[src/ushr_pkg.sv]
// Shared constants for the handshake and timer-start reservation block
package ushr_pkg;
  // ---------------------------------------------------------------
  // Device register selects and reset values
  // ---------------------------------------------------------------
  localparam logic       SEL_TIMER     = 1'b0;
  localparam logic       SEL_HANDSHAKE = 1'b1;
  localparam logic [15:0] TIMER_ARM_ADDR = 16'hFF6C; // Documented offset
  localparam logic [7:0] TIMER_RST     = 8'h01;
  localparam logic [7:0] TIMER_MASK    = 8'h03;
  localparam logic [7:0] HANDSHAKE_RST = 8'h00;
  // ---------------------------------------------------------------
  // Field positions
  // ---------------------------------------------------------------
  localparam int TMR_ARM_TOKEN   = 0;
  localparam int TMR_ARM_TX      = 1;
  localparam int HS_ACK          = 0;
  localparam int HS_DATA_NAK     = 1;
  localparam int HS_EP0_NAK      = 2;
  localparam int HS_EP1_NAK      = 3;
  localparam int HS_DATA_STALL   = 4;
  localparam int HS_LEN_STALL    = 5;
  localparam int HS_EP0_STALL    = 6;
  localparam int HS_EP1_STALL    = 7;
  // ---------------------------------------------------------------
  // Controller APB map
  // ---------------------------------------------------------------
  localparam logic [31:0] APB_CMD    = 32'h0000_0000;
  localparam logic [31:0] APB_STATUS = 32'h0000_0004;
  localparam logic [31:0] APB_MASK   = 32'h0000_0008;
  localparam int CMD_SEL     = 8;
  localparam int CMD_BITMODE = 9;
  localparam int CMD_IDX_LO  = 10;
  localparam int CMD_IDX_HI  = 12;
  localparam int STS_HS_LO   = 8;
  localparam int STS_REFUSED = 16;
  localparam int STS_MASK    = 17;
endpackage : ushr_pkg

[src/ushr_if.sv]
// Carrier joining the reservation block and its controller
`timescale 1ns/1ns
`default_nettype none
interface ushr_if;
  logic       wr_en;        // One-cycle write strobe
  logic       wr_sel;       // Register select
  logic       wr_bit_mode;  // Single-bit write
  logic [2:0] wr_bit_idx;   // Bit index for single-bit write
  logic [7:0] wr_data;      // Byte data, bit 0 for single-bit
  logic [7:0] rd_timer;     // Timer-start arm register
  logic [7:0] rd_handshake; // Handshake reservation register

  modport dev (input wr_en, wr_sel, wr_bit_mode, wr_bit_idx, wr_data,
               output rd_timer, rd_handshake);
  modport ctl (output wr_en, wr_sel, wr_bit_mode, wr_bit_idx, wr_data,
               input rd_timer, rd_handshake);
endinterface : ushr_if
`default_nettype wire

[src/ushr_dev.sv]
// Handshake reply and timer-start reservation logic
// Operation
// [RL1] Endpoint-0 NAK after qualified IN token; the code requires endpoint_zero_hit_in clear for this NAK
// [RL2] Data NAK after qualified OUT data
// [RL3] Software sets data NAK while saving data
// [RL4] ACK after clean data packet
// [RL5] Endpoint 0 IN: one reservation only
// [RL6] Endpoint 1 IN: one reservation only
// [RL7] No data NAK with STALL or ACK
// [RL8] Data NAK reservation sets write mask
// [RL9] Decode and error signals not readable
// [RL10] Timer arm register resets to 01H
// [RL11] SETUP reception forces timer arm 01H
// [RL12] Timer arm: bit1 tx, bit0 token
// [RL13] Timer start after clean data transmit
// [RL14] Timer start after qualified SETUP/OUT token
// [RL15] Clear arm flag blocks timer start
// [RL16] Single-bit and byte writes accepted
// [RL17] Handshake register clears on reset, SETUP
// [RL18] Handshake bits: ACK, NAK, STALL groups
//
// The APB interface to the registers was decided locally.
`timescale 1ns/1ns
`default_nettype none
module ushr_dev
  import ushr_pkg::*;
(
  // Clock and reset
  input  wire logic clk_in,
  input  wire logic rst_in,
  // Register access
  ushr_if.dev       bus,
  // Packet events, one-cycle pulses at EOP
  input  wire logic token_eop_in,
  input  wire logic data_rx_eop_in,
  input  wire logic data_tx_eop_in,
  // Token decode
  input  wire logic in_token_seen_in,
  input  wire logic out_token_seen_in,
  input  wire logic setup_token_seen_in,
  input  wire logic token_pid_valid_in,
  input  wire logic address_match_in,
  input  wire logic endpoint_zero_hit_in,
  input  wire logic token_length_err_in,
  input  wire logic token_bit_err_in,
  input  wire logic token_crc_err_in,
  // Data decode
  input  wire logic data_pid_valid_in,
  input  wire logic data_length_err_in,
  input  wire logic data_bit_err_in,
  input  wire logic data_crc_err_in,
  input  wire logic clock_watchdog_err_in,
  // Replies, one-cycle pulses
  output logic      nak_send_out,
  output logic      ack_send_out,
  output logic      timer_start_out
);
  // ---------------------------------------------------------------
  // Qualification terms (internal only, never on the register port)
  // ---------------------------------------------------------------
  logic token_ok;
  logic data_ok;
  logic setup_rx;
  logic ep0_nak_hit;
  logic data_nak_hit;
  logic ack_hit;
  logic tx_start_hit;
  logic tok_start_hit;

  // Register state and next values
  logic [7:0] timer_arm;
  logic [7:0] reserve;
  logic [7:0] next_timer_arm;
  logic [7:0] next_reserve;
  // Reply pulse flops and next values
  logic       nak_q;
  logic       ack_q;
  logic       start_q;
  logic       next_nak;
  logic       next_ack;
  logic       next_start;

  // ---------------------------------------------------------------
  // Error-free token and data views
  // ---------------------------------------------------------------
  // Token passed length, bit and CRC checks
  assign token_ok = !token_length_err_in &&
                    !token_bit_err_in &&
                    !token_crc_err_in;  // [RL9]
  // Valid data ID, no length, bit or CRC fault
  assign data_ok  = data_pid_valid_in &&
                    !data_length_err_in &&
                    !data_bit_err_in &&
                    !data_crc_err_in;
  // Clean SETUP to endpoint 0, resets both registers
  assign setup_rx = token_eop_in &&
                    setup_token_seen_in &&
                    address_match_in &&
                    endpoint_zero_hit_in &&
                    token_ok;  // [RL11] [RL17]

  // ---------------------------------------------------------------
  // Reply conditions
  // ---------------------------------------------------------------
  // Endpoint-0 NAK, endpoint-zero indicator clear
  assign ep0_nak_hit = token_eop_in &&
                       reserve[HS_EP0_NAK] &&
                       in_token_seen_in &&
                       token_pid_valid_in &&
                       address_match_in &&
                       !endpoint_zero_hit_in &&
                       token_ok;  // [RL1]
  // Data NAK also dropped on a clock watchdog fault
  assign data_nak_hit = data_rx_eop_in &&
                        reserve[HS_DATA_NAK] &&
                        out_token_seen_in &&
                        data_ok &&
                        !clock_watchdog_err_in;  // [RL2]
  // ACK on a clean data packet
  assign ack_hit = data_rx_eop_in &&
                   reserve[HS_ACK] &&
                   data_ok;  // [RL4]

  // ---------------------------------------------------------------
  // Timer start conditions, gated by arm flags
  // ---------------------------------------------------------------
  // Start after a clean data transmit
  assign tx_start_hit  = data_tx_eop_in &&
                         timer_arm[TMR_ARM_TX] &&
                         data_ok;  // [RL13] [RL15]
  // Start after a qualified SETUP or OUT token
  assign tok_start_hit = token_eop_in &&
                         timer_arm[TMR_ARM_TOKEN] &&
                         (out_token_seen_in || setup_token_seen_in) &&
                         address_match_in &&
                         endpoint_zero_hit_in &&
                         token_ok;  // [RL14] [RL15]

  // ---------------------------------------------------------------
  // Register file next state; SETUP reception beats a software write
  // ---------------------------------------------------------------
  always_comb begin
    next_timer_arm = timer_arm;
    next_reserve   = reserve;
    if (bus.wr_en) begin
      if (bus.wr_sel == SEL_TIMER) begin
        if (bus.wr_bit_mode) begin
          next_timer_arm[bus.wr_bit_idx] = bus.wr_data[0]; // [RL16]
        end else begin
          next_timer_arm = bus.wr_data; // [RL16]
        end
      end else begin
        if (bus.wr_bit_mode) begin
          next_reserve[bus.wr_bit_idx] = bus.wr_data[0]; // [RL18]
        end else begin
          next_reserve = bus.wr_data; // [RL18]
        end
      end
    end
    next_timer_arm = next_timer_arm & TIMER_MASK; // [RL12]
    if (setup_rx) begin
      next_timer_arm = TIMER_RST;     // [RL11]
      next_reserve   = HANDSHAKE_RST; // [RL17]
    end
  end

  always_ff @(posedge clk_in or posedge rst_in) begin
    if (rst_in) begin
      timer_arm <= TIMER_RST;     // [RL10]
      reserve   <= HANDSHAKE_RST; // [RL17]
    end else begin
      timer_arm <= next_timer_arm;
      reserve   <= next_reserve;
    end
  end

  // ---------------------------------------------------------------
  // Reply pulses; data NAK outranks ACK when both qualify
  // ---------------------------------------------------------------
  always_comb begin
    next_nak   = ep0_nak_hit || data_nak_hit;
    next_ack   = ack_hit && !data_nak_hit;
    next_start = tx_start_hit || tok_start_hit;
  end

  always_ff @(posedge clk_in or posedge rst_in) begin
    if (rst_in) begin
      nak_q   <= 1'b0;
      ack_q   <= 1'b0;
      start_q <= 1'b0;
    end else begin
      nak_q   <= next_nak;
      ack_q   <= next_ack;
      start_q <= next_start;
    end
  end

  // ---------------------------------------------------------------
  // Outputs
  // ---------------------------------------------------------------
  // Reply pulses and register contents, all from flops
  assign nak_send_out     = nak_q;
  assign ack_send_out     = ack_q;
  assign timer_start_out  = start_q;
  assign bus.rd_timer     = timer_arm;
  assign bus.rd_handshake = reserve;
endmodule : ushr_dev
`default_nettype wire

[src/flat_wrapper.sv]
// flat-port wrapper written by rule: the top's interface ports become plain ports
module ushr_dev_flat import ushr_pkg::*;
  (clk_in, rst_in, token_eop_in, data_rx_eop_in, data_tx_eop_in, in_token_seen_in, out_token_seen_in, setup_token_seen_in, token_pid_valid_in, address_match_in, endpoint_zero_hit_in, token_length_err_in, token_bit_err_in, token_crc_err_in, data_pid_valid_in, data_length_err_in, data_bit_err_in, data_crc_err_in, clock_watchdog_err_in, nak_send_out, ack_send_out, timer_start_out, bus_wr_en, bus_wr_sel, bus_wr_bit_mode, bus_wr_bit_idx, bus_wr_data, bus_rd_timer, bus_rd_handshake);
  ushr_if bus_i ();
  input  wire logic clk_in;
  input  wire logic rst_in;
  input  wire logic token_eop_in;
  input  wire logic data_rx_eop_in;
  input  wire logic data_tx_eop_in;
  input  wire logic in_token_seen_in;
  input  wire logic out_token_seen_in;
  input  wire logic setup_token_seen_in;
  input  wire logic token_pid_valid_in;
  input  wire logic address_match_in;
  input  wire logic endpoint_zero_hit_in;
  input  wire logic token_length_err_in;
  input  wire logic token_bit_err_in;
  input  wire logic token_crc_err_in;
  input  wire logic data_pid_valid_in;
  input  wire logic data_length_err_in;
  input  wire logic data_bit_err_in;
  input  wire logic data_crc_err_in;
  input  wire logic clock_watchdog_err_in;
  output logic nak_send_out;
  output logic ack_send_out;
  output logic timer_start_out;
  input wire logic [$bits(bus_i.wr_en)-1:0] bus_wr_en;
  input wire logic [$bits(bus_i.wr_sel)-1:0] bus_wr_sel;
  input wire logic [$bits(bus_i.wr_bit_mode)-1:0] bus_wr_bit_mode;
  input wire logic [$bits(bus_i.wr_bit_idx)-1:0] bus_wr_bit_idx;
  input wire logic [$bits(bus_i.wr_data)-1:0] bus_wr_data;
  output wire logic [$bits(bus_i.rd_timer)-1:0] bus_rd_timer;
  output wire logic [$bits(bus_i.rd_handshake)-1:0] bus_rd_handshake;
  assign bus_i.wr_en = bus_wr_en;
  assign bus_i.wr_sel = bus_wr_sel;
  assign bus_i.wr_bit_mode = bus_wr_bit_mode;
  assign bus_i.wr_bit_idx = bus_wr_bit_idx;
  assign bus_i.wr_data = bus_wr_data;
  assign bus_rd_timer = bus_i.rd_timer;
  assign bus_rd_handshake = bus_i.rd_handshake;
  ushr_dev u_core (.clk_in(clk_in), .rst_in(rst_in), .bus(bus_i), .token_eop_in(token_eop_in), .data_rx_eop_in(data_rx_eop_in), .data_tx_eop_in(data_tx_eop_in), .in_token_seen_in(in_token_seen_in), .out_token_seen_in(out_token_seen_in), .setup_token_seen_in(setup_token_seen_in), .token_pid_valid_in(token_pid_valid_in), .address_match_in(address_match_in), .endpoint_zero_hit_in(endpoint_zero_hit_in), .token_length_err_in(token_length_err_in), .token_bit_err_in(token_bit_err_in), .token_crc_err_in(token_crc_err_in), .data_pid_valid_in(data_pid_valid_in), .data_length_err_in(data_length_err_in), .data_bit_err_in(data_bit_err_in), .data_crc_err_in(data_crc_err_in), .clock_watchdog_err_in(clock_watchdog_err_in), .nak_send_out(nak_send_out), .ack_send_out(ack_send_out), .timer_start_out(timer_start_out));
endmodule
[config.mk]
export PLATFORM = sky130hd
export DESIGN_NAME = ushr_dev_flat
export DESIGN_NICKNAME = d
export VERILOG_FILES = /design/src/ushr_pkg.sv /design/src/ushr_if.sv /design/src/ushr_dev.sv /design/src/flat_wrapper.sv
export SDC_FILE = /design/constraint.sdc
export NUM_CORES = 1
export LEC_CHECK = 0
export BUFFER_PORTS_ARGS = -buffer_cell sky130_fd_sc_hd__buf_2
export CORE_AREA = 5 5 55 57
export CTS_BUF_LIST = sky130_fd_sc_hd__clkbuf_8
export DETAILED_ROUTE_END_ITERATION = 8
export DIE_AREA = 0 0 60 62
export GPL_TIMING_DRIVEN = 0
export PLACE_DENSITY_LB_ADDON = 0.12
export SYNTH_ARGS = -nofsm -noshare
export SYNTH_HDL_FRONTEND = slang
export SYNTH_SLANG_ARGS = --single-unit
export TNS_END_PERCENT = 20
[constraint.sdc]
create_clock -name clk_in -period 1.5 [get_ports clk_in]
set_input_delay 0.15 -clock clk_in [delete_from_list [all_inputs] [get_ports clk_in]]
set_output_delay 0.15 -clock clk_in [all_outputs]
set_load 0.02 [all_outputs]
## After elaboration in Yosys (flattened, before gate mapping)

Cells that the tools add are included.
Widths: inputs -> output; s select.

| storage, ports and cells | value |
|---|---|
| bits of input ports | 33 |
| word-level logic and storage cells | 66 |
| output and inout port bits | 19 |
| register bits after elaboration | 13 |

| operators by class | value |
|---|---|
| order comparisons | 2 |
| multiplexer cells | 12 |
| eq/ne operators | 1 |
| reductions and logical operators | 46 |

Operators with widths:

| kind | count |
|---|---|
| $mux 8 | 4 |
| $logic_and 1x1->1 | 30 |
| $bwmux 8 | 2 |
| $logic_not 1->1 | 9 |
| $mux 2 | 4 |
| $lt 3x4->1 const B | 1 |
| $reduce_and 2->1 | 2 |
| $reduce_bool 2->1 | 2 |
| $demux 1 s3 | 1 |
| $ge 3x1->1 const B | 1 |
| $logic_or 1x1->1 | 3 |
| $ne 2x1->1 const B | 1 |
| $mux 1 | 1 |

## Longest topological paths before layout

Gate-level depths: netlist (run 1).

| depth | value |
|---|---|
| word-level depth | 9 |
| mapped depth | 5 |
| gate-level depth less buffers | 4 |

## Least setup slack after synthesis (run 1)

Ideal clock, no wire load.

| timing path | value |
|---|---|
| kind | input-to-reg |
| from | in token_bit_err_in |
| to | reg u_core.reserve[7] (netlist: u_core.bus.rd_handshake[7]) |
| arrival time | 0.839 ns |
| setup time | 0.123 ns |
| path buffers | 1 |
| slack | 0.538 ns |
| cell stages on the path | 4 |
| required time | 1.377 ns |
| cell sequence | nor4_2 and3_1 buf_4 nor3_1 |

| between the ends | value |
|---|---|
| longest elaborated chain between the ends | 6 |
| elaborated cells between the ends (all ways) | 8 |
| those cells by class | mux (1); reduce/logical (7) |

Ends and longest elaborated chain:

| what | line | text |
|---|---|---|
| from (decl) | flat_wrapper.sv:17 | `input wire logic token_bit_err_in;` |
| $logic_not 1->1 * | ushr_dev.sv:88 | `!token_bit_err_in &&` |
| $logic_and 1x1->1 * | ushr_dev.sv:87 | `assign token_ok = !token_length_err_in &&` |
| $logic_and 1x1->1 * | ushr_dev.sv:88 |  |
| $logic_and 1x1->1 * | ushr_dev.sv:99 | `endpoint_zero_hit_in &&` |
| $reduce_bool 2->1 (no source line) | n/a |  |
| $reduce_and 2->1 (no source line) | n/a |  |
| to (signal assigned) | ushr_dev.sv:173 | `reserve <= next_reserve;` |
| to (decl) | ushr_dev.sv:72 | `logic [7:0] reserve;` |

Every way passes the cells marked *; elsewhere a longest branch is shown, timed or not.
A chain may end at the register's enable or synchronous reset.

## Final worst setup path (run 1)

| timing path | value |
|---|---|
| from | reg u_core.timer_arm[0] (netlist: u_core.bus.rd_timer[0]) |
| to | out bus_rd_timer[0] |

RTL lines:

| what | line | text |
|---|---|---|
| from (decl) | ushr_dev.sv:71 | `logic [7:0] timer_arm;` |
| from (signal assigned) | ushr_dev.sv:172 | `timer_arm <= next_timer_arm;` |
| to (decl) | flat_wrapper.sv:32 | `output wire logic [$bits(bus_i.rd_timer)-1:0] bus_rd_timer;` |

No word-level cell between the ends.

==> results of run 1 <==
## cell type report
type                       count  area (sq um)  area share (%)
clock inverter                 1         3.754          0.3282
buffer                         9         65.06           5.689
multi-input combinational     68         426.7           37.31
inverter                       2         7.507          0.6565
clock buffer                   3         41.29           3.610
timing repair buffer          46         235.2           20.57
sequential                    13         326.6           28.56
tap                           30         37.54           3.282
## final timing paths
check,start,end,slack (ps),cells after the start
worst min register to register,u_core.bus.rd_handshake[0],u_core.ack_send_out,520,2
worst min-delay path,data_tx_eop_in,u_core.timer_start_out,150,3
worst max register to register,u_core.bus.rd_timer[0],u_core.timer_start_out,720,2
max in group asynchronous,rst_in,u_core.bus.rd_timer[0],660,3
min in group asynchronous,rst_in,u_core.nak_send_out,480,3
worst max-delay path,u_core.bus.rd_timer[0],bus_rd_timer[0],400,1
## state kept, by name (all words and copies together), names as in the netlist
name and count:
u_core.bus.rd_handshake 8, u_core.bus.rd_timer 2, u_core.ack_send_out 1, u_core.nak_send_out 1
u_core.timer_start_out 1
## layer usage
layer,GRT usage (%),routed length (um),part of all wire (%),vias up
met5,0,0,0,-
met4,5.696,31,1.3,0
met3,3.099,197,8.2,5
met2,23.61,1172,49,30
met1,15.97,1011,42,394
li1,-,-,-,423
## power by group
group / leakage [nW] / switching, mW / internal (mW) / total, mW
combinational: 0.383 / 0.194 / 0.131 / 0.325
clock: 0.0269 / 0.134 / 0.181 / 0.315
sequential: 0.154 / 0.0337 / 0.406 / 0.439
total: 0.563 / 0.362 / 0.718 / 1.08
## kinds of logic after synthesis
kind of cell	Yosys count	share of synthesized area [%]
DFF	13	40.47
and+or+nand+nor	33	24.65
AOI/OAI and AO/OA	29	25.43
other	1	0.4647
buffers and inverters	11	8.991
## cells in the mapped netlist
master	n	area share, %
and2_1	1	0.78
a21oi_1	9	5.6
and3_1	2	1.6
buf_4	8	7.4
nand2b_1	2	1.6
o2111ai_1	1	1.1
nor3_1	6	3.7
a211o_1	1	1.1
o31ai_4	1	2.6
nor2_1	1	0.46
nor4b_1	1	1.1
o32ai_2	1	2.0
o22ai_1	6	4.7
nand3_1	2	1.2
nand4b_1	1	1.1
nand3b_1	2	1.9
nand2b_2	1	1.1
o31ai_1	1	0.93
inv_1	1	0.46
nor3_2	1	1.2
a211oi_2	1	1.6
nor4_2	1	1.6
nand4_1	1	0.78
o21ai_2	1	1.1
inv_2	1	0.46
nand2_1	8	3.7
o21ai_0	3	1.9
nor2b_1	2	1.6
dfstp_2	1	3.3
o32ai_1	1	1.1
or2b_4	1	1.4
dfrtp_1	12	37
buf_2	1	0.62
conb_1	1	0.46
o21ai_1	3	1.9
==> run metrics, run 1 <==
status=finished, final reports clean; DIE AREA=3720 sq um; antenna fix cells=0; final non-filler cell area=1144 sq um; Reg clk slew, reported paths=60 ps; Buf/Inv on CP=1; Max Fclk=0.9097 GHz; GRT Total Usage=13.52%; Peak supply drop=0.0007674 V; Final Hold Slack=147.3 ps; final setup margin=400.7 ps; DR iter-0 viols=20; Avg Cell Area, Syn=9.276 sq um; io pins=52; final hold vios=0; worst-case clock buffer depth=2; Rel. slew slack=64.57%; Pwr Total=1.080 mW; root buffer cell=clkbuf_8; delay-heaviest family, CP=flip-flops; min Tclk post-route=1099 ps; Vias/cell=4.953; HP Class=in2reg; cells after synthesis=87; # rows=18; via count=852; cts repair resizes=0; CP required=1350 ps; Layout Nets=176; Inst Count DP=167; Leakage=0.5630 nW; clk_skew=0.1975 ps; period utilization=73.28%; fin cells=172; Worst EP arrival=950 ps; Max-Cap Viols=0; sequential fraction of the synthesis area=40.47%; Core Footprint=2432 sq um; vias in the first global route=857; # Post-CTS Setup Buffers=0; Crit. End Element=output port; hold_buf cts=1; P per Cell Area=944.2 nW/um^2; Setup CP Type=reg2out; final WL=2.412 mm; final setup vio count=0; commonest non-fill, non-tap cell in the layout=buf_2; post-layout util=47.02%; Num Clock Sinks=13; setup TNS=0 ps; CP max FO=3; CTS tree=done; Cell Area, Placed=1089 sq um; crit-path cells=buf_2; Placer Congestion=0.8401; Slowest cell on crit path=dfstp_2; H-tree depth=1; global-route wire length before repair=3.712 mm; total grt overflow=0; Yosys cell types=35; chip width=60 um; #FFs+latches synth=13; Syn-to-layout area delta=41.71%; antenna violations before repair=0; wire per inst=14.02 um; largest net degree at the start of global routing=14; mapped cell area=807.0 sq um; crit-path max cell delay=540 ps; RSZ-0062 raised after global routing=false; Initial Util=33.18%; drt first pass iters=4; TritonCTS Buffers=3; fraction of layout cells with a size suffix above 1=47.18%; Worst-Margin Slew=530.8 ps; DRC Markers=0; Worst-Skew Late Latency=250 ps; most frequent cells in the layout=46 x buf_2, 12 x dfrtp_1, 9 x a21oi_1, 8 x buf_4, 8 x nand2_1; Fillers=253; antenna viol nets, final=0; Yosys warning total=0; Final HPWL DP=1.873 mm; Slew Viols, Final=0; Placement Setup Slack=312.8 ps; DIE HEIGHT=62 um; Port Buffers=45; startpoint types=register
Note: power is estimated with default switching activity, not from simulation.
==> run 2: changes to the inputs <==
--- a/config.mk
+++ b/config.mk
@@ -5,11 +5,12 @@
 export SDC_FILE = /design/constraint.sdc
 export NUM_CORES = 1
 export LEC_CHECK = 0
+export ABC_AREA = 1
 export BUFFER_PORTS_ARGS = -buffer_cell sky130_fd_sc_hd__buf_2
-export CORE_AREA = 5 5 55 57
+export CORE_AREA = 5 5 62 64
 export CTS_BUF_LIST = sky130_fd_sc_hd__clkbuf_8
 export DETAILED_ROUTE_END_ITERATION = 8
-export DIE_AREA = 0 0 60 62
+export DIE_AREA = 0 0 67 69
 export GPL_TIMING_DRIVEN = 0
 export PLACE_DENSITY_LB_ADDON = 0.12
 export SYNTH_ARGS = -nofsm -noshare
==> constraint.sdc (replaced) <==
create_clock -name clk_in -period 1.1 [get_ports clk_in]
set_input_delay 0.11 -clock clk_in [delete_from_list [all_inputs] [get_ports clk_in]]
set_output_delay 0.11 -clock clk_in [all_outputs]
set_load 0.02 [all_outputs]
==> run 2 against run 1 <==
Global-route usage decreased by 1.5 points. Sequential power increased by 32%. Register-to-register slack got worse by 540 ps. Non-clock buffer count unchanged. Clock skew increased by 4.6 ps. Combinational power increased by 39%. Sequential cell count unchanged. Largest cell class unchanged. First-iteration DRC count increased by 130%.
==> run metrics, run 2 <==
TritonCTS Buffers=3; crit-path cells=buf_2; Worst-Margin Slew=528.5 ps; io pins=52; final hold vios=0; Worst-Skew Late Latency=250 ps; Core Footprint=3232 sq um; Slowest cell on crit path=dfstp_2; drt first pass iters=4; sequential fraction of the synthesis area=31.71%; Max-Cap Viols=0; #FFs+latches synth=13; mapped cell area=1030 sq um; via count=1,151; Setup CP Type=reg2out; CTS tree=done; min Tclk post-route=1065 ps; final setup vio count=0; Placer Congestion=0.8456; top_reg_cell synth=dfrtp_1; DR iter-0 viols=46; final WL=2.754 mm; antenna fix cells=0; cell taking the most area after synthesis=dfrtp_1; Syn-to-layout area delta=35.11%; number of flops mapped to enable cells by yosys=0; Sw Pwr=0.4995 mW; Inst Count DP=254; fin cells=259; global-route wire length before repair=4.422 mm; Reg clk slew, reported paths=60 ps; Rel. slew slack=64.73%; Internal=0.9616 mW; ys async rst share=100.0%; HP Class=in2reg; Comb pwr share=30.9%; largest net degree at the start of global routing=14; Avg Cell Area, Syn=6.517 sq um; Leakage=0.8560 nW; root buffer cell=clkbuf_8; Initial Util=31.86%; Port Buffers=45; startpoint types=register; DIE AREA=4623 sq um; chip width=67 um; Post-synth top cells=52 x nand2_1, 20 x nor2_1, 18 x nand3_1, 15 x inv_1, 12 x dfrtp_1; Peak supply drop=0.0005536 V; antenna viol nets, final=0; CP max FO=3; Yosys top cell area share=29.16%; DRC Markers=0; Area contributors post-synth=dfrtp_1 29%, nand2_1 19%, nand3_1 8.7%; status=finished, final reports clean; max FFs per register=8; Vias/cell=4.444; Yosys warning total=0; delay-heaviest family, CP=flip-flops; sw frac=34.19%; cells after synthesis=158; vias in the first global route=1,089; Buf/Inv on CP=1; setup TNS=0 ps; period utilization=96.81%; wire per inst=10.63 um; fraction of layout cells with a size suffix above 1=36.15%; Crit. End Element=output port; worst-case clock buffer depth=2; CP required=990 ps; Num Clock Sinks=13; Reg power frac=39.5%; commonest non-fill, non-tap cell in the layout=nand2_1; clk_skew=4.783 ps; Layout Nets=247; Slew Viols, Final=0; # rows=21; most frequent cells in the layout=52 x nand2_1, 45 x buf_2, 20 x nor2_1, 18 x nand3_1, 16 x inv_1; antenna violations before repair=0; # Post-CTS Setup Buffers=0; Max Fclk=0.9391 GHz; P per Cell Area=1050 nW/um^2; Final HPWL DP=2.273 mm; Worst EP arrival=950 ps; GRT Total Usage=12.01%; DIE HEIGHT=69 um; H-tree depth=1; Clk pwr share=29.6%; total grt overflow=0; most frequent cell after synthesis=nand2_1; Yosys cell types=21; RSZ-0062 raised after global routing=false; crit-path max cell delay=540 ps; post-layout util=43.05%
## run 2: kinds of logic (layout without fill, tap and decap cells)
| group | after synthesis | count (layout) | synth area share (%) |
|---|---|---|---|
| buffers and inverters | 30 | 80 | 14.94 |
| and+or+nand+nor | 106 | 106 | 48.85 |
| DFF | 13 | 13 | 31.71 |
| AOI/OAI and AO/OA | 8 | 8 | 4.131 |
| other | 1 | 6 | 0.3642 |
## run 2: worst reg2reg max path, delay by kind of cell, from the launching register on
kind,cells,cell delay (ps)
flops,1,380
simple gates,3,380
compound gates,1,90
## run 2: path summary, 6_finish.rpt
| check | from | endpoint | slack, ps | depth (start not counted) |
|---|---|---|---|---|
| max in group asynchronous | rst_in | u_core.bus.rd_timer[0] | 300 | 3 |
| worst min register to register | u_core.bus.rd_handshake[6] | u_core.bus.rd_handshake[6] | 470 | 2 |
| worst min-delay path | data_rx_eop_in | u_core.ack_send_out | 120 | 3 |
| min in group asynchronous | rst_in | u_core.ack_send_out | 440 | 3 |
| worst max register to register | u_core.bus.rd_handshake[2] | u_core.nak_send_out | 180 | 4 |
| worst max-delay path | u_core.bus.rd_timer[0] | bus_rd_timer[0] | 40 | 1 |
## run 2: power by group through the flow
stage	clock network (mW)	registers [mW]	logic (mW)
2_1_floorplan	0	0.656	0.210
3_3_place_gp	0	0.584	0.448
3_5_place_dp	0	0.586	0.452
4_1_cts	0.445	0.578	0.457
5_1_grt	0.472	0.587	0.502
6_report	0.432	0.578	0.451
## run 2: area by class of cell
type | instances | area [sq um]
Inverter | 21 | 78.83
Timing Repair Buffer | 46 | 235.2
Multi-Input combinational cell | 120 | 573.1
Fill cell | 357 | 1841
Clock buffer | 3 | 41.29
Tap cell | 46 | 57.56
Sequential cell | 13 | 326.6
Clock inverter | 1 | 3.754
Buffer | 9 | 75.07
## run 2: per-layer routing
layer  GRT usage (%)  part of all wire (%)  wire (um)  vias up
met5               0                     0          0        -
met3           5.032                    10        279        9
met4           4.279                   2.3         63        0
li1                -                     -          -      591
met2           20.09                    48       1326       51
met1           13.29                    39       1084      500
## run 2: repair_timing
item / in CTS / in global routing
endpoints found under the hold margin: 12 / 0
resized for setup: 0 / 1
hold buffers: 1 / 0
endpoints found under the setup margin: 0 / 1
## run 2: through the flow
| stage | hold WS (ps) | worst slack (ps) | instance area [sq um] | power, mW |
|---|---|---|---|---|
| 6_report | 122.0 | 35.10 | 1391 | 1.461 |
| 5_1_grt | 137.1 | 7.188 | 1391 | 1.561 |
| 4_1_cts | 124.5 | 25.90 | 1386 | 1.480 |
| 3_5_place_dp | 181.5 | -75.15 | 1331 | 1.039 |
| 3_3_place_gp | 171.1 | -40.66 | 1331 | 1.032 |
| 2_1_floorplan | -13.76 | 192.3 | 1049 | 0.8668 |
==> run 3: changes to the inputs <==
--- a/config.mk
+++ b/config.mk
@@ -7,10 +7,13 @@
 export LEC_CHECK = 0
 export ABC_AREA = 1
 export BUFFER_PORTS_ARGS = -buffer_cell sky130_fd_sc_hd__buf_2
-export CORE_AREA = 5 5 62 64
+export CELL_PAD_IN_SITES_DETAIL_PLACEMENT = 0
+export CELL_PAD_IN_SITES_GLOBAL_PLACEMENT = 1
+export CORE_AREA = 5 5 67 69
 export CTS_BUF_LIST = sky130_fd_sc_hd__clkbuf_8
+export CTS_CLUSTER_SIZE = 24
 export DETAILED_ROUTE_END_ITERATION = 8
-export DIE_AREA = 0 0 67 69
+export DIE_AREA = 0 0 72 74
 export GPL_TIMING_DRIVEN = 0
 export PLACE_DENSITY_LB_ADDON = 0.12
 export SYNTH_ARGS = -nofsm -noshare
==> constraint.sdc (replaced) <==
create_clock -name clk_in -period 0.9 [get_ports clk_in]
set_input_delay 0.09 -clock clk_in [delete_from_list [all_inputs] [get_ports clk_in]]
set_output_delay 0.09 -clock clk_in [all_outputs]
set_load 0.02 [all_outputs]
==> run 3 against run 2 <==
The flow now finishes with violations (setup timing). Critical path depth unchanged. Worst setup slack got worse by 130 ps. Die area increased by 15%. Critical path type unchanged. Critical endpoint unchanged. Largest power group unchanged.
==> run metrics, run 3 (synthesized netlist as in run 2, its figures left out) <==
status=finished with violations; failing checks=setup timing; DRC Markers=0; final non-filler cell area=1424 sq um; RSZ-0062 raised after global routing=true; startpoint types=register; Syn-to-layout area delta=38.27%; Fillers=447; fraction of layout cells with a size suffix above 1=37.85%; largest net degree at the start of global routing=14; CP required=810 ps; global-route wire length before repair=4.602 mm; Layout Nets=248; TritonCTS Buffers=3; fin cells=264; top sig layer=met4; HP Class=in2reg; drt first pass iters=4; final setup vio count=3; wire per inst=10.76 um; Slowest cell on crit path=dfstp_2; Setup CP Type=reg2out; DR iter-0 viols=50; Cell Area, Placed=1338 sq um; total grt overflow=0; Core Footprint=3856 sq um; routed wl met2=1.387 mm; Leakage=0.8570 nW; final setup margin=-93.34 ps; final WL=2.841 mm; Clk pwr share=28.7%; Metal-1 WL=1.205 mm; clk_skew=3.198 ps; Vias/cell=4.193; CTS tree=done; antenna violations before repair=0; antenna viol nets, final=0; most frequent cells in the layout=52 x nand2_1, 43 x buf_2, 19 x nor2_1, 18 x nand3_1, 15 x inv_1; CP max FO=2; # rows=23; Inst Count DP=258; DIE AREA=5328 sq um; chip width=72 um; Initial Util=26.70%; final hold vios=0; P per Cell Area=1277 nW/um^2; Worst EP arrival=900 ps; Final Hold Slack=99.64 ps; DIE HEIGHT=74 um; min Tclk post-route=993.3 ps; H-tree depth=1; Worst-Skew Late Latency=250 ps; vias in the first global route=1,060; Max Fclk=1.007 GHz; antenna fix cells=0; Reg power frac=39.1%; Final HPWL DP=2.385 mm; Placement Setup Slack=-224.9 ps; Port Buffers=45; worst-case clock buffer depth=2; Crit. End Element=output port; delay-heaviest family, CP=flip-flops; Placer Congestion=0.8560; GRT Total Usage=11.16%; period utilization=110.4%; Slew Viols, Final=0; Max-Cap Viols=0; crit-path max cell delay=540 ps; io pins=52; Internal=1.204 mW; Peak supply drop=0.0006438 V; root buffer cell=clkbuf_8; Sw Pwr=0.6151 mW; Comb pwr share=32.2%; Buf/Inv on CP=1; sw frac=33.82%; commonest non-fill, non-tap cell in the layout=nand2_1; via count=1,107; max FFs per register=8; crit-path cells=buf_6; met3 routed WL=207 um; Num Clock Sinks=13; Reg clk slew, reported paths=60 ps
-- run 3: per-layer routing --
metal,global-route usage [%],up-vias
li1,-,594
met1,13.46,479
met2,19.39,30
met3,2.973,4
met4,3.758,0
met5,0,-
-- run 3: final timing paths --
| kind | slack [ps] | startpoint | depth (start not counted) | end |
|---|---|---|---|---|
| setup / recovery | -90 | u_core.bus.rd_timer[0] | 1 | bus_rd_timer[0] |
| hold / removal | 100 | data_rx_eop_in | 3 | u_core.ack_send_out |
| setup reg to reg | -10 | u_core.bus.rd_timer[0] | 3 | u_core.timer_start_out |
| hold reg to reg | 470 | u_core.bus.rd_handshake[6] | 2 | u_core.bus.rd_handshake[6] |
| max in group asynchronous | 290 | rst_in | 3 | u_core.bus.rd_timer[0] |
| min in group asynchronous | 340 | rst_in | 3 | u_core.bus.rd_handshake[5] |
-- run 3: cell type report --
class / count / area (sq um) / share of cell area [%]
flip-flops and latches: 13 / 327.8 / 23.02
plain buffers: 9 / 75.07 / 5.272
inverters: 21 / 82.58 / 5.800
multi-input cells: 120 / 575.6 / 40.42
repair buffers: 47 / 255.2 / 17.93
well taps: 50 / 62.56 / 4.394
clock inverters: 1 / 3.754 / 0.2636
clock buffers: 3 / 41.29 / 2.900
-- run 3: repair_timing --
action                                  4_1_cts  5_1_grt
hold endpoints to repair                     12        0
setup buffers                                 1        0
endpoints found under the setup margin        4       21
gates resized for setup                       4        4
hold buffers                                  1        0
-- run 3: worst reg2reg max path, delay by kind of cell (launching register included) --
kind / cells / cell delay (ps)
buf+inv: 1 / 110
compound gates: 1 / 110
flops: 1 / 540
simple gates: 1 / 70
-- run 3: through the flow --
stage	utilization [%]	setup TNS, ps	power (mW)
CTS	36.60	-144.2	1.836
floorplan	-	0	1.061
global route	36.92	-334.9	1.953
detailed placement	34.69	-1813	1.275
global placement	34.69	-1702	1.268
finish	36.92	-112.7	1.819
-- run 3: power by group through the flow --
stage / Sequential [mW] / Clock (mW) / Combinational, mW
finish: 0.710 / 0.523 / 0.586
detailed placement: 0.719 / 0 / 0.556
global placement: 0.715 / 0 / 0.553
CTS: 0.710 / 0.540 / 0.586
floorplan: 0.804 / 0 / 0.257
global route: 0.722 / 0.577 / 0.654
